File: src/hdl/rtc_pkg.sv
// constants for the reload timer control block
package rtc_pkg;
   localparam int unsigned  BYTE_W        = 8;
   localparam int unsigned  BIT_IDX_W     = 3;
   // register addresses on the special function register bus
   localparam logic [7:0]   ADDR_CTRL     = 8'hC8;
   localparam logic [7:0]   ADDR_RLD_LO   = 8'hCA;
   localparam logic [7:0]   ADDR_RLD_HI   = 8'hCB;
   localparam logic [7:0]   ADDR_CNT_LO   = 8'hCC;
   localparam logic [7:0]   ADDR_CNT_HI   = 8'hCD;
   // control register field positions
   localparam int unsigned  BIT_HIGH_OVF  = 7;
   localparam int unsigned  BIT_LOW_OVF   = 6;
   localparam int unsigned  BIT_LOW_IRQEN = 5;
   localparam int unsigned  BIT_CAPTURE   = 4;
   localparam int unsigned  BIT_SPLIT     = 3;
   localparam int unsigned  BIT_RUN       = 2;
   localparam int unsigned  BIT_UNUSED    = 1;
   localparam int unsigned  BIT_EXTCLK    = 0;
   // bits that software may store; the unused bit stays zero
   localparam logic [7:0]   CTRL_WR_MASK  = 8'hFD;
   localparam logic [7:0]   CTRL_RESET    = 8'h00;
   localparam logic [7:0]   BYTE_RESET    = 8'h00;
   localparam logic [7:0]   BYTE_ONES     = 8'hFF;
   localparam logic [7:0]   BYTE_ONE      = 8'h01;
   localparam logic [7:0]   RDATA_NONE    = 8'h00;
   // prescalers
   localparam int unsigned  CORE_DIV      = 12;
   localparam int unsigned  EXT_DIV       = 8;
   localparam int unsigned  CORE_DIV_W    = 4;
   localparam int unsigned  EXT_DIV_W     = 3;
   localparam logic [3:0]   CORE_DIV_LAST = 4'(CORE_DIV - 1);
   localparam logic [2:0]   EXT_DIV_LAST  = 3'(EXT_DIV - 1);
   localparam logic [3:0]   CORE_DIV_ZERO = 4'h0;
   localparam logic [2:0]   EXT_DIV_ZERO  = 3'h0;
   localparam logic [3:0]   CORE_DIV_INC  = 4'h1;
   localparam logic [2:0]   EXT_DIV_INC   = 3'h1;
endpackage

File: src/hdl/rtc_byte_counter.sv
// one 8-bit counter byte with software write, reload and wrap detect
`timescale 1ns/1ps
module rtc_byte_counter
   import rtc_pkg::*;
(
   input  wire logic                      mclk_i,
   input  wire logic                      rst_i,
   input  wire logic                      count_en_i,
   input  wire logic                      reload_i,
   input  wire logic [rtc_pkg::BYTE_W-1:0] reload_val_i,
   input  wire logic                      wr_i,
   input  wire logic [rtc_pkg::BYTE_W-1:0] wdata_i,
   output logic      [rtc_pkg::BYTE_W-1:0] count_o,
   output logic                           wrap_o
);
   import rtc_pkg::*;

   logic [BYTE_W-1:0] next_count;

   // wrap is the step from all ones to zero on an enabled count
   assign wrap_o = count_en_i & (count_o == BYTE_ONES);

   // software write beats reload, reload beats the increment
   assign next_count = wr_i       ? wdata_i :
                       reload_i   ? reload_val_i :
                       count_en_i ? count_o + BYTE_ONE :
                                    count_o;

   always_ff @(posedge mclk_i) begin
      if (rst_i) begin
         count_o <= BYTE_RESET;
      end else begin
         count_o <= next_count;
      end
   end
endmodule

File: src/hdl/rtc_reload_timer_control.sv
// auto-reload timer: control register, prescalers, counters and capture
`timescale 1ns/1ps
module rtc_reload_timer_control
   import rtc_pkg::*;
(
   input  wire logic                         mclk_i,
   input  wire logic                         rst_i,
   input  wire logic [7:0]                   sfr_addr_i,
   input  wire logic                         sfr_wr_i,
   input  wire logic [rtc_pkg::BYTE_W-1:0]    sfr_wdata_i,
   input  wire logic                         sfr_rd_i,
   input  wire logic                         sfr_bit_wr_i,
   input  wire logic [rtc_pkg::BIT_IDX_W-1:0] sfr_bit_idx_i,
   input  wire logic                         sfr_bit_val_i,
   input  wire logic                         high_byte_fast_clock_select_i,
   input  wire logic                         low_byte_fast_clock_select_i,
   input  wire logic                         timer_irq_enable_i,
   input  wire logic                         ext_osc_i,
   output logic      [rtc_pkg::BYTE_W-1:0]    sfr_rdata_o,
   output logic                              timer_irq_req_o,
   output logic      [rtc_pkg::BYTE_W-1:0]    timer_control_register_o,
   output logic      [rtc_pkg::BYTE_W-1:0]    counter_low_byte_o,
   output logic      [rtc_pkg::BYTE_W-1:0]    counter_high_byte_o,
   output logic      [rtc_pkg::BYTE_W-1:0]    reload_low_byte_o,
   output logic      [rtc_pkg::BYTE_W-1:0]    reload_high_byte_o
);
   import rtc_pkg::*;

   // control register and reload pair state
   logic                  high_overflow_flag;
   logic                  low_overflow_flag;
   logic                  low_byte_irq_enable;
   logic                  capture_mode_enable;
   logic                  split_mode_select;
   logic                  run_control;
   logic                  external_clock_select;
   logic [BYTE_W-1:0]     reload_low_byte;
   logic [BYTE_W-1:0]     reload_high_byte;

   // prescaler and external clock state
   logic [CORE_DIV_W-1:0] core_div_cnt;
   logic [EXT_DIV_W-1:0]  ext_div_cnt;
   logic                  ext_sync1;
   logic                  ext_sync2;
   logic                  ext_prev;

   // bus decode
   logic                  sel_ctrl;
   logic                  sel_rld_lo;
   logic                  sel_rld_hi;
   logic                  sel_cnt_lo;
   logic                  sel_cnt_hi;
   logic                  ctrl_write;
   logic [BYTE_W-1:0]     ctrl_now;
   logic [BYTE_W-1:0]     ctrl_bitmerge;
   logic [BYTE_W-1:0]     ctrl_wdata;
   logic [BYTE_W-1:0]     rd_mux;

   // timing and counting nets
   logic                  core_div_tick;
   logic                  ext_rise;
   logic                  ext_div_tick;
   logic                  slow_tick;
   logic                  low_tick;
   logic                  high_tick;
   logic                  low_en;
   logic                  high_en;
   logic                  low_wrap;
   logic                  high_wrap;
   logic                  low_reload;
   logic                  high_reload;
   logic                  capture_evt;
   logic                  set_high;
   logic                  set_low;
   logic [BYTE_W-1:0]     count_lo;
   logic [BYTE_W-1:0]     count_hi;

   logic                  next_high_flag;
   logic                  next_low_flag;
   logic                  next_irq;
   logic [BYTE_W-1:0]     next_rld_lo;
   logic [BYTE_W-1:0]     next_rld_hi;

   function automatic logic addr_hit(input logic [7:0] addr, input logic [7:0] reg_addr);
      addr_hit = (addr == reg_addr);
   endfunction

   // register decode
   assign sel_ctrl   = addr_hit(sfr_addr_i, ADDR_CTRL);
   assign sel_rld_lo = addr_hit(sfr_addr_i, ADDR_RLD_LO);
   assign sel_rld_hi = addr_hit(sfr_addr_i, ADDR_RLD_HI);
   assign sel_cnt_lo = addr_hit(sfr_addr_i, ADDR_CNT_LO);
   assign sel_cnt_hi = addr_hit(sfr_addr_i, ADDR_CNT_HI);

   // control register as software sees it; the unused bit is never stored
   always_comb begin
      ctrl_now                = CTRL_RESET;
      ctrl_now[BIT_HIGH_OVF]  = high_overflow_flag;
      ctrl_now[BIT_LOW_OVF]   = low_overflow_flag;
      ctrl_now[BIT_LOW_IRQEN] = low_byte_irq_enable;
      ctrl_now[BIT_CAPTURE]   = capture_mode_enable;
      ctrl_now[BIT_SPLIT]     = split_mode_select;
      ctrl_now[BIT_RUN]       = run_control;
      ctrl_now[BIT_EXTCLK]    = external_clock_select;
   end

   // bit-addressed write replaces a single bit of the present value
   always_comb begin
      ctrl_bitmerge = ctrl_now;
      ctrl_bitmerge[sfr_bit_idx_i] = sfr_bit_val_i;
   end

   assign ctrl_write = sel_ctrl & (sfr_wr_i | sfr_bit_wr_i);
   assign ctrl_wdata = (sfr_bit_wr_i ? ctrl_bitmerge : sfr_wdata_i) & CTRL_WR_MASK;

   assign rd_mux = sel_ctrl   ? ctrl_now :
                   sel_rld_lo ? reload_low_byte :
                   sel_rld_hi ? reload_high_byte :
                   sel_cnt_lo ? count_lo :
                   sel_cnt_hi ? count_hi :
                                RDATA_NONE;

   // core clock divided by 12
   assign core_div_tick = (core_div_cnt == CORE_DIV_LAST);

   // external oscillator divided by 8; the tick marks the divided clock's falling edge
   assign ext_rise     = ext_sync2 & ~ext_prev;
   assign ext_div_tick = ext_rise & (ext_div_cnt == EXT_DIV_LAST);

   // one external select serves both bytes, fast select overrides per byte
   assign slow_tick = external_clock_select ? ext_div_tick : core_div_tick;
   assign low_tick  = low_byte_fast_clock_select_i  | slow_tick;
   assign high_tick = high_byte_fast_clock_select_i | slow_tick;

   // mode steering of the two byte counters
   // in 16-bit mode the high byte steps only on the low byte's wrap
   assign low_en  = split_mode_select ? low_tick : (low_tick & run_control);
   assign high_en = split_mode_select ? (high_tick & run_control) : low_wrap;

   // unsplit: both bytes reload on the full wrap; split: each on its own wrap
   assign low_reload  = split_mode_select ? low_wrap : high_wrap;
   assign high_reload = high_wrap;

   assign capture_evt = capture_mode_enable & ext_div_tick;

   assign set_high = high_wrap | capture_evt;
   assign set_low  = low_wrap;

   // a set arriving with a software clear wins
   assign next_high_flag = set_high |
                           (ctrl_write ? ctrl_wdata[BIT_HIGH_OVF] : high_overflow_flag);
   assign next_low_flag  = set_low |
                           (ctrl_write ? ctrl_wdata[BIT_LOW_OVF] : low_overflow_flag);

   // interrupt level follows the flags as they will stand
   assign next_irq = timer_irq_enable_i &
                     (next_high_flag | (low_byte_irq_enable & next_low_flag));

   // capture loads the reload pair; it overrides a same-cycle software write
   assign next_rld_lo = capture_evt ? count_lo :
                        (sfr_wr_i & sel_rld_lo) ? sfr_wdata_i : reload_low_byte;
   assign next_rld_hi = capture_evt ? count_hi :
                        (sfr_wr_i & sel_rld_hi) ? sfr_wdata_i : reload_high_byte;

   rtc_byte_counter u_low (
      .mclk_i       (mclk_i),
      .rst_i        (rst_i),
      .count_en_i   (low_en),
      .reload_i     (low_reload),
      .reload_val_i (reload_low_byte),
      .wr_i         (sfr_wr_i & sel_cnt_lo),
      .wdata_i      (sfr_wdata_i),
      .count_o      (count_lo),
      .wrap_o       (low_wrap)
   );

   rtc_byte_counter u_high (
      .mclk_i       (mclk_i),
      .rst_i        (rst_i),
      .count_en_i   (high_en),
      .reload_i     (high_reload),
      .reload_val_i (reload_high_byte),
      .wr_i         (sfr_wr_i & sel_cnt_hi),
      .wdata_i      (sfr_wdata_i),
      .count_o      (count_hi),
      .wrap_o       (high_wrap)
   );

   // external oscillator synchroniser and edge history
   // the pin is asynchronous: only the second flop feeds the edge detector
   always_ff @(posedge mclk_i) begin
      if (rst_i) begin
         ext_sync1 <= 1'b0;
         ext_sync2 <= 1'b0;
         ext_prev  <= 1'b0;
      end else begin
         ext_sync1 <= ext_osc_i;
         ext_sync2 <= ext_sync1;
         ext_prev  <= ext_sync2;
      end
   end

   // prescaler counters
   // the core prescaler runs free, so run never shifts the tick phase
   always_ff @(posedge mclk_i) begin
      if (rst_i) begin
         core_div_cnt <= CORE_DIV_ZERO;
         ext_div_cnt  <= EXT_DIV_ZERO;
      end else begin
         core_div_cnt <= core_div_tick ? CORE_DIV_ZERO : core_div_cnt + CORE_DIV_INC;
         if (ext_rise) begin
            ext_div_cnt <= ext_div_cnt + EXT_DIV_INC;
         end
      end
   end

   // control bits
   always_ff @(posedge mclk_i) begin
      if (rst_i) begin
         low_byte_irq_enable   <= 1'b0;
         capture_mode_enable   <= 1'b0;
         split_mode_select     <= 1'b0;
         run_control           <= 1'b0;
         external_clock_select <= 1'b0;
      end else if (ctrl_write) begin
         low_byte_irq_enable   <= ctrl_wdata[BIT_LOW_IRQEN];
         capture_mode_enable   <= ctrl_wdata[BIT_CAPTURE];
         split_mode_select     <= ctrl_wdata[BIT_SPLIT];
         run_control           <= ctrl_wdata[BIT_RUN];
         external_clock_select <= ctrl_wdata[BIT_EXTCLK];
      end
   end

   // overflow flags; only software ever clears them
   always_ff @(posedge mclk_i) begin
      if (rst_i) begin
         high_overflow_flag <= 1'b0;
         low_overflow_flag  <= 1'b0;
      end else begin
         high_overflow_flag <= next_high_flag;
         low_overflow_flag  <= next_low_flag;
      end
   end

   // reload pair, written by software or loaded by a capture
   always_ff @(posedge mclk_i) begin
      if (rst_i) begin
         reload_low_byte  <= BYTE_RESET;
         reload_high_byte <= BYTE_RESET;
      end else begin
         reload_low_byte  <= next_rld_lo;
         reload_high_byte <= next_rld_hi;
      end
   end

   // interrupt request level
   always_ff @(posedge mclk_i) begin
      if (rst_i) begin
         timer_irq_req_o <= 1'b0;
      end else begin
         timer_irq_req_o <= next_irq;
      end
   end

   // read data register, loaded only by a read strobe
   always_ff @(posedge mclk_i) begin
      if (rst_i) begin
         sfr_rdata_o <= RDATA_NONE;
      end else if (sfr_rd_i) begin
         sfr_rdata_o <= rd_mux;
      end
   end

   // registered mirrors of the internal state
   always_ff @(posedge mclk_i) begin
      if (rst_i) begin
         timer_control_register_o <= CTRL_RESET;
         counter_low_byte_o       <= BYTE_RESET;
         counter_high_byte_o      <= BYTE_RESET;
         reload_low_byte_o        <= BYTE_RESET;
         reload_high_byte_o       <= BYTE_RESET;
      end else begin
         timer_control_register_o <= ctrl_now;
         counter_low_byte_o       <= count_lo;
         counter_high_byte_o      <= count_hi;
         reload_low_byte_o        <= reload_low_byte;
         reload_high_byte_o       <= reload_high_byte;
      end
   end
endmodule

File: config.mk
export PLATFORM = sky130hd
export DESIGN_NAME = rtc_reload_timer_control
export DESIGN_NICKNAME = d
export VERILOG_FILES = /design/src/hdl/rtc_pkg.sv /design/src/hdl/rtc_byte_counter.sv /design/src/hdl/rtc_reload_timer_control.sv
export SDC_FILE = /design/constraint.sdc
export NUM_CORES = 1
export LEC_CHECK = 0
export ABC_AREA = 1
export BUFFER_PORTS_ARGS = -buffer_cell sky130_fd_sc_hd__buf_2
export CAP_MARGIN = 20
export CORE_UTILIZATION = 45
export CTS_CLUSTER_DIAMETER = 50
export DETAILED_ROUTE_END_ITERATION = 8
export GPL_ROUTABILITY_DRIVEN = 0
export HOLD_SLACK_MARGIN = 0.12
export PLACE_DENSITY = 0.8
export SETUP_SLACK_MARGIN = 0.2
export SYNTH_ARGS = -nofsm -noshare
export SYNTH_HDL_FRONTEND = slang
export SYNTH_HIERARCHICAL = 1
export SYNTH_SLANG_ARGS = --single-unit
File: constraint.sdc
create_clock -name mclk_i -period 2.85 [get_ports mclk_i]
set_clock_uncertainty 0.1 [all_clocks]
set_input_delay 0.1425 -clock mclk_i [delete_from_list [all_inputs] [get_ports mclk_i]]
set_output_delay 0.1425 -clock mclk_i [all_outputs]
set_load 0.01 [all_outputs]
==> summary.md <==
| Metric | Value |
|---|---|
| Post-DR vias/cell | `5.174` |
| CTS Buffer Depth | `2` |
| CTS Sinks | `97` |
| Htree depth | `3` |
| Post-synthesis sequential area ratio | `0.4211` |
| Sw Ratio | `0.2272` |
| Post-route DRC | `0` |
| # diodes | `0` |
| Total gr overflow | `0` |
| WHS | `0.1156 ns` |
| Slowest cell on crit path | `dfxtp_2` |
| Worst hold path class | `in2reg` |
| Vias in the first global route | `between 4000 and 5000` |
| Cell internal pwr | `0.002031 W` |
| Post-Syn Area | `4612 µm²` |
| Final min period | `2.603 ns` |
| Post-DR wirelength/cell | `14.53 µm` |
| Clk_lat worst skew | `0.38 ns` |
| Post-DRT Antenna Nets | `0` |
| Post-Place Worst Slack | `0.08140 ns` |
| Clock-pin slew on the worst setup and hold paths | `0.10 ns` |
| Most frequent cells in the layout | `132 x nand2_1, 103 x nor2_1, 92 x dfxtp_1` |
| FF-to-FF setup slack | `0.25 ns` |
| Die area | `10660 µm²` |
| Final Cycle Share | `0.9133` |
| Worst Setup End Kind | `flip-flop` |
| Post-route worst setup slack | `0.2471 ns` |
| Pleak | `2.520 nW` |
| Part of the power in the clock network | `0.414` |
| Core Box Area | `9864 µm²` |
| Root Buffer | `clkbuf_8` |
| #FFs+latches synth | `97` |
| CTS tree | `built` |
| Slew @ Worst Pin | `0.7790 ns` |
| Initial core utilization | `0.4675` |
| NetSw | `about 0.0006 W` |
| Layout area overhead | `23.93%` |
| CP Launch Type | `flip-flop` |
| Number of CTS-inserted buffers | `9` |
| Initial antenna violation count | `0` |
| Detailed Routing Iterations Pass 1 | `5` |
| Post-synth EDFFs | `0` |
| IO buf count | `76` |
| # Max-Cap Violations | `0` |
| Final #Nets | `802` |
| Maximum VDD drop | `0.2177 mV` |
| Syn_area_per_cell | `slightly below 7 µm²` |
| Crit-path cells | `ha_4 > nand2_4 > nor2_4 > a31oi_2 > nand2_1 > o21ai_1 > inv_1 > nand2_1 > nor2_2 > nand2_1 > nand2_2 > nand2_2 > nor2_4 > inv_2 > o21ai_4 > buf_6 > o21ai_2 > nor2_1 > o21ai_0 > a21oi_1` |
| Setup violators final | `0` |
| Starting DRT DRC Count | `501` |
| Slew headroom | `0.4806` |
| Most common cell on crit path | `nand2_1` |
| Comb pwr share | `0.062` |
| R2R depth | `20` |
| Setup CP Type | `reg2reg` |
| Setup repair after global routing missed its margin | `false` |
| Power, Total | `0.002629 W` |
| Crit path required time | `3.06 ns` |
| Total negative slack | `0 ns` |
| Seq pwr share | `0.524` |
| Crit path largest cell delay | `0.36 ns` |
| Global-route wire length before repair | `20120 µm` |
| Status | `finished, final reports clean` |
| Commonest non-fill, non-tap cell in the layout | `nand2_1` |
| Hold path depth | `4` |
| Final Hold Fails | `0` |
| Synth Flop Type | `dfxtp_1` |
| Final wirelength | `13160 µm` |
| PD cells | `~460 nW/µm²` |
| GRT Overall Usage | `0.2525` |
| Slew Limit Fails | `0` |
| Syn Inst Count | `roughly 670` |
| Max Fclk | `384.2 MHz` |
| DP Cell Count | `around 870` |
| Yosys Warn Count | `6` |
| CP max FO | `4` |
| Num ports | `78` |
| CP arrival | `between 2 and 3 ns` |
| Fin cells | `906` |
| Layout cell share with drive strength beyond 1 | `0.2173` |
| Die X | `~100 µm` |
| Asr flop ratio synth | `0` |
| Unique masters post-synth | `37` |
| Dpl hpwl | `9094 µm` |
| Die Span Y | `103.2 µm` |
| Num rows | `36` |
| Largest net degree at the start of global routing | `74` |
| Syn_nets | `between 600 and 700` |
| Detailed-route via count | `around 4700` |
==> cell usage after synthesis, types with 3 or more instances <==
library cell,n,area share
nand2_1,135,0.11
nand2_2,5,0.0068
clkbuf_1,8,0.0065
o21ai_2,6,0.011
xor2_1,4,0.0076
inv_1,83,0.068
dfxtp_1,97,0.42
a21oi_2,4,0.0076
ha_1,5,0.014
nor2_2,3,0.0041
o211ai_1,3,0.0049
nor2_1,107,0.087
nand3_1,54,0.059
buf_4,4,0.0065
a21oi_1,47,0.051
a21boi_0,5,0.0081
inv_2,8,0.0065
a31oi_1,6,0.0081
nor2_4,3,0.0073
nand3_2,3,0.0065
o21ai_0,47,0.051
buf_6,3,0.0073
==> layout make-up <==
type	instances	area, µm²
flip-flops and latches	97	1948
repair buffers	111	705.7
fillers	921	4149
inverters	93	354.1
multi-input cells	456	2297
clock inverters	5	102.6
well taps	133	166.4
clock buffers	11	141.4
==> timing repair <==
| action | in CTS | in global routing |
|---|---|---|
| pin swaps | 4 | 13 |
| setup endpoints to repair | 15 | 16 |
| endpoints found under the hold margin | 29 | 0 |
| buffers inserted | 3 | 3 |
| gates resized for setup | 7 | 20 |
| hold buffers | 17 | 0 |
==> worst max-delay path, delay by kind of cell (launching register included) <==
| kind | cells | cell delay, ns |
|---|---|---|
| and+or+nand+nor | 10 | 0.95 |
| adders and majority gates | 1 | 0.15 |
| DFF | 1 | 0.36 |
| AOI/OAI and AO/OA | 6 | 0.69 |
| buffers and inverters | 3 | 0.27 |
==> cell families (layout without fill, tap and decap cells) <==
| logic type | Yosys count | in the layout | synth area share |
|---|---|---|---|
| other | 1 | 1 | 0.0008131 |
| AOI/OAI and AO/OA | 125 | 125 | 0.1533 |
| DFF | 97 | 97 | 0.4211 |
| buffers and inverters | 112 | 220 | 0.1009 |
| and+or+nand+nor | 320 | 320 | 0.3009 |
| adders and majority gates | 5 | 5 | 0.01356 |
| xor gates and xnor gates | 5 | 5 | 0.009495 |
==> per-stage QoR <==
stage	utilization	cell area, µm²
2_1_floorplan	-	4626
3_3_place_gp	0.5222	5151
3_5_place_dp	0.5222	5151
4_1_cts	0.5689	5612
5_1_grt	0.5794	5715
6_report	0.5794	5715
==> power groups by stage <==
stage                     combinational (W)  clock (W)  sequential (W)
final                              0.000163    0.00109         0.00138
after global routing               0.000180    0.00115         0.00138
after CTS                          0.000156    0.00110         0.00137
after detailed placement           0.000140          0         0.00140
after global placement             0.000139          0         0.00140
after floorplan                   0.0000789          0         0.00140
==> layer usage <==
| metal | vias up | routed length (µm) | share of wire | track usage |
|---|---|---|---|---|
| met5 | - | 0 | 0 | 0 |
| met4 | 0 | 674 | 0.051 | 0.1549 |
| met3 | 46 | 1143 | 0.087 | 0.06519 |
| met2 | 219 | 6063 | 0.46 | 0.3944 |
| met1 | 2100 | 5278 | 0.40 | 0.3128 |
| li1 | 2323 | - | - | - |
==> path summary, 6_finish.rpt <==
path | end | startpoint
min | run_control | sfr_bit_idx_i[1]
max | u_low/count_o[4] | core_div_cnt[1]
max reg2reg | u_low/count_o[4] | core_div_cnt[1]
min reg2reg | ext_sync2 | ext_sync1
==> sequential cells by signal, indices dropped and copies added (netlist names), 3 cells and up <==
| name | flops |
|---|---|
| reload_low_byte | 8 |
| reload_high_byte_o | 8 |
| u_high/count_o | 8 |
| reload_low_byte_o | 8 |
| u_low/count_o | 8 |
| reload_high_byte | 8 |
| timer_control_register_o | 7 |
| counter_high_byte_o | 8 |
| counter_low_byte_o | 8 |
| ext_div_cnt | 3 |
| core_div_cnt | 4 |
| sfr_rdata_o | 8 |
No activity file was read; power rests on OpenSTA's default activity.
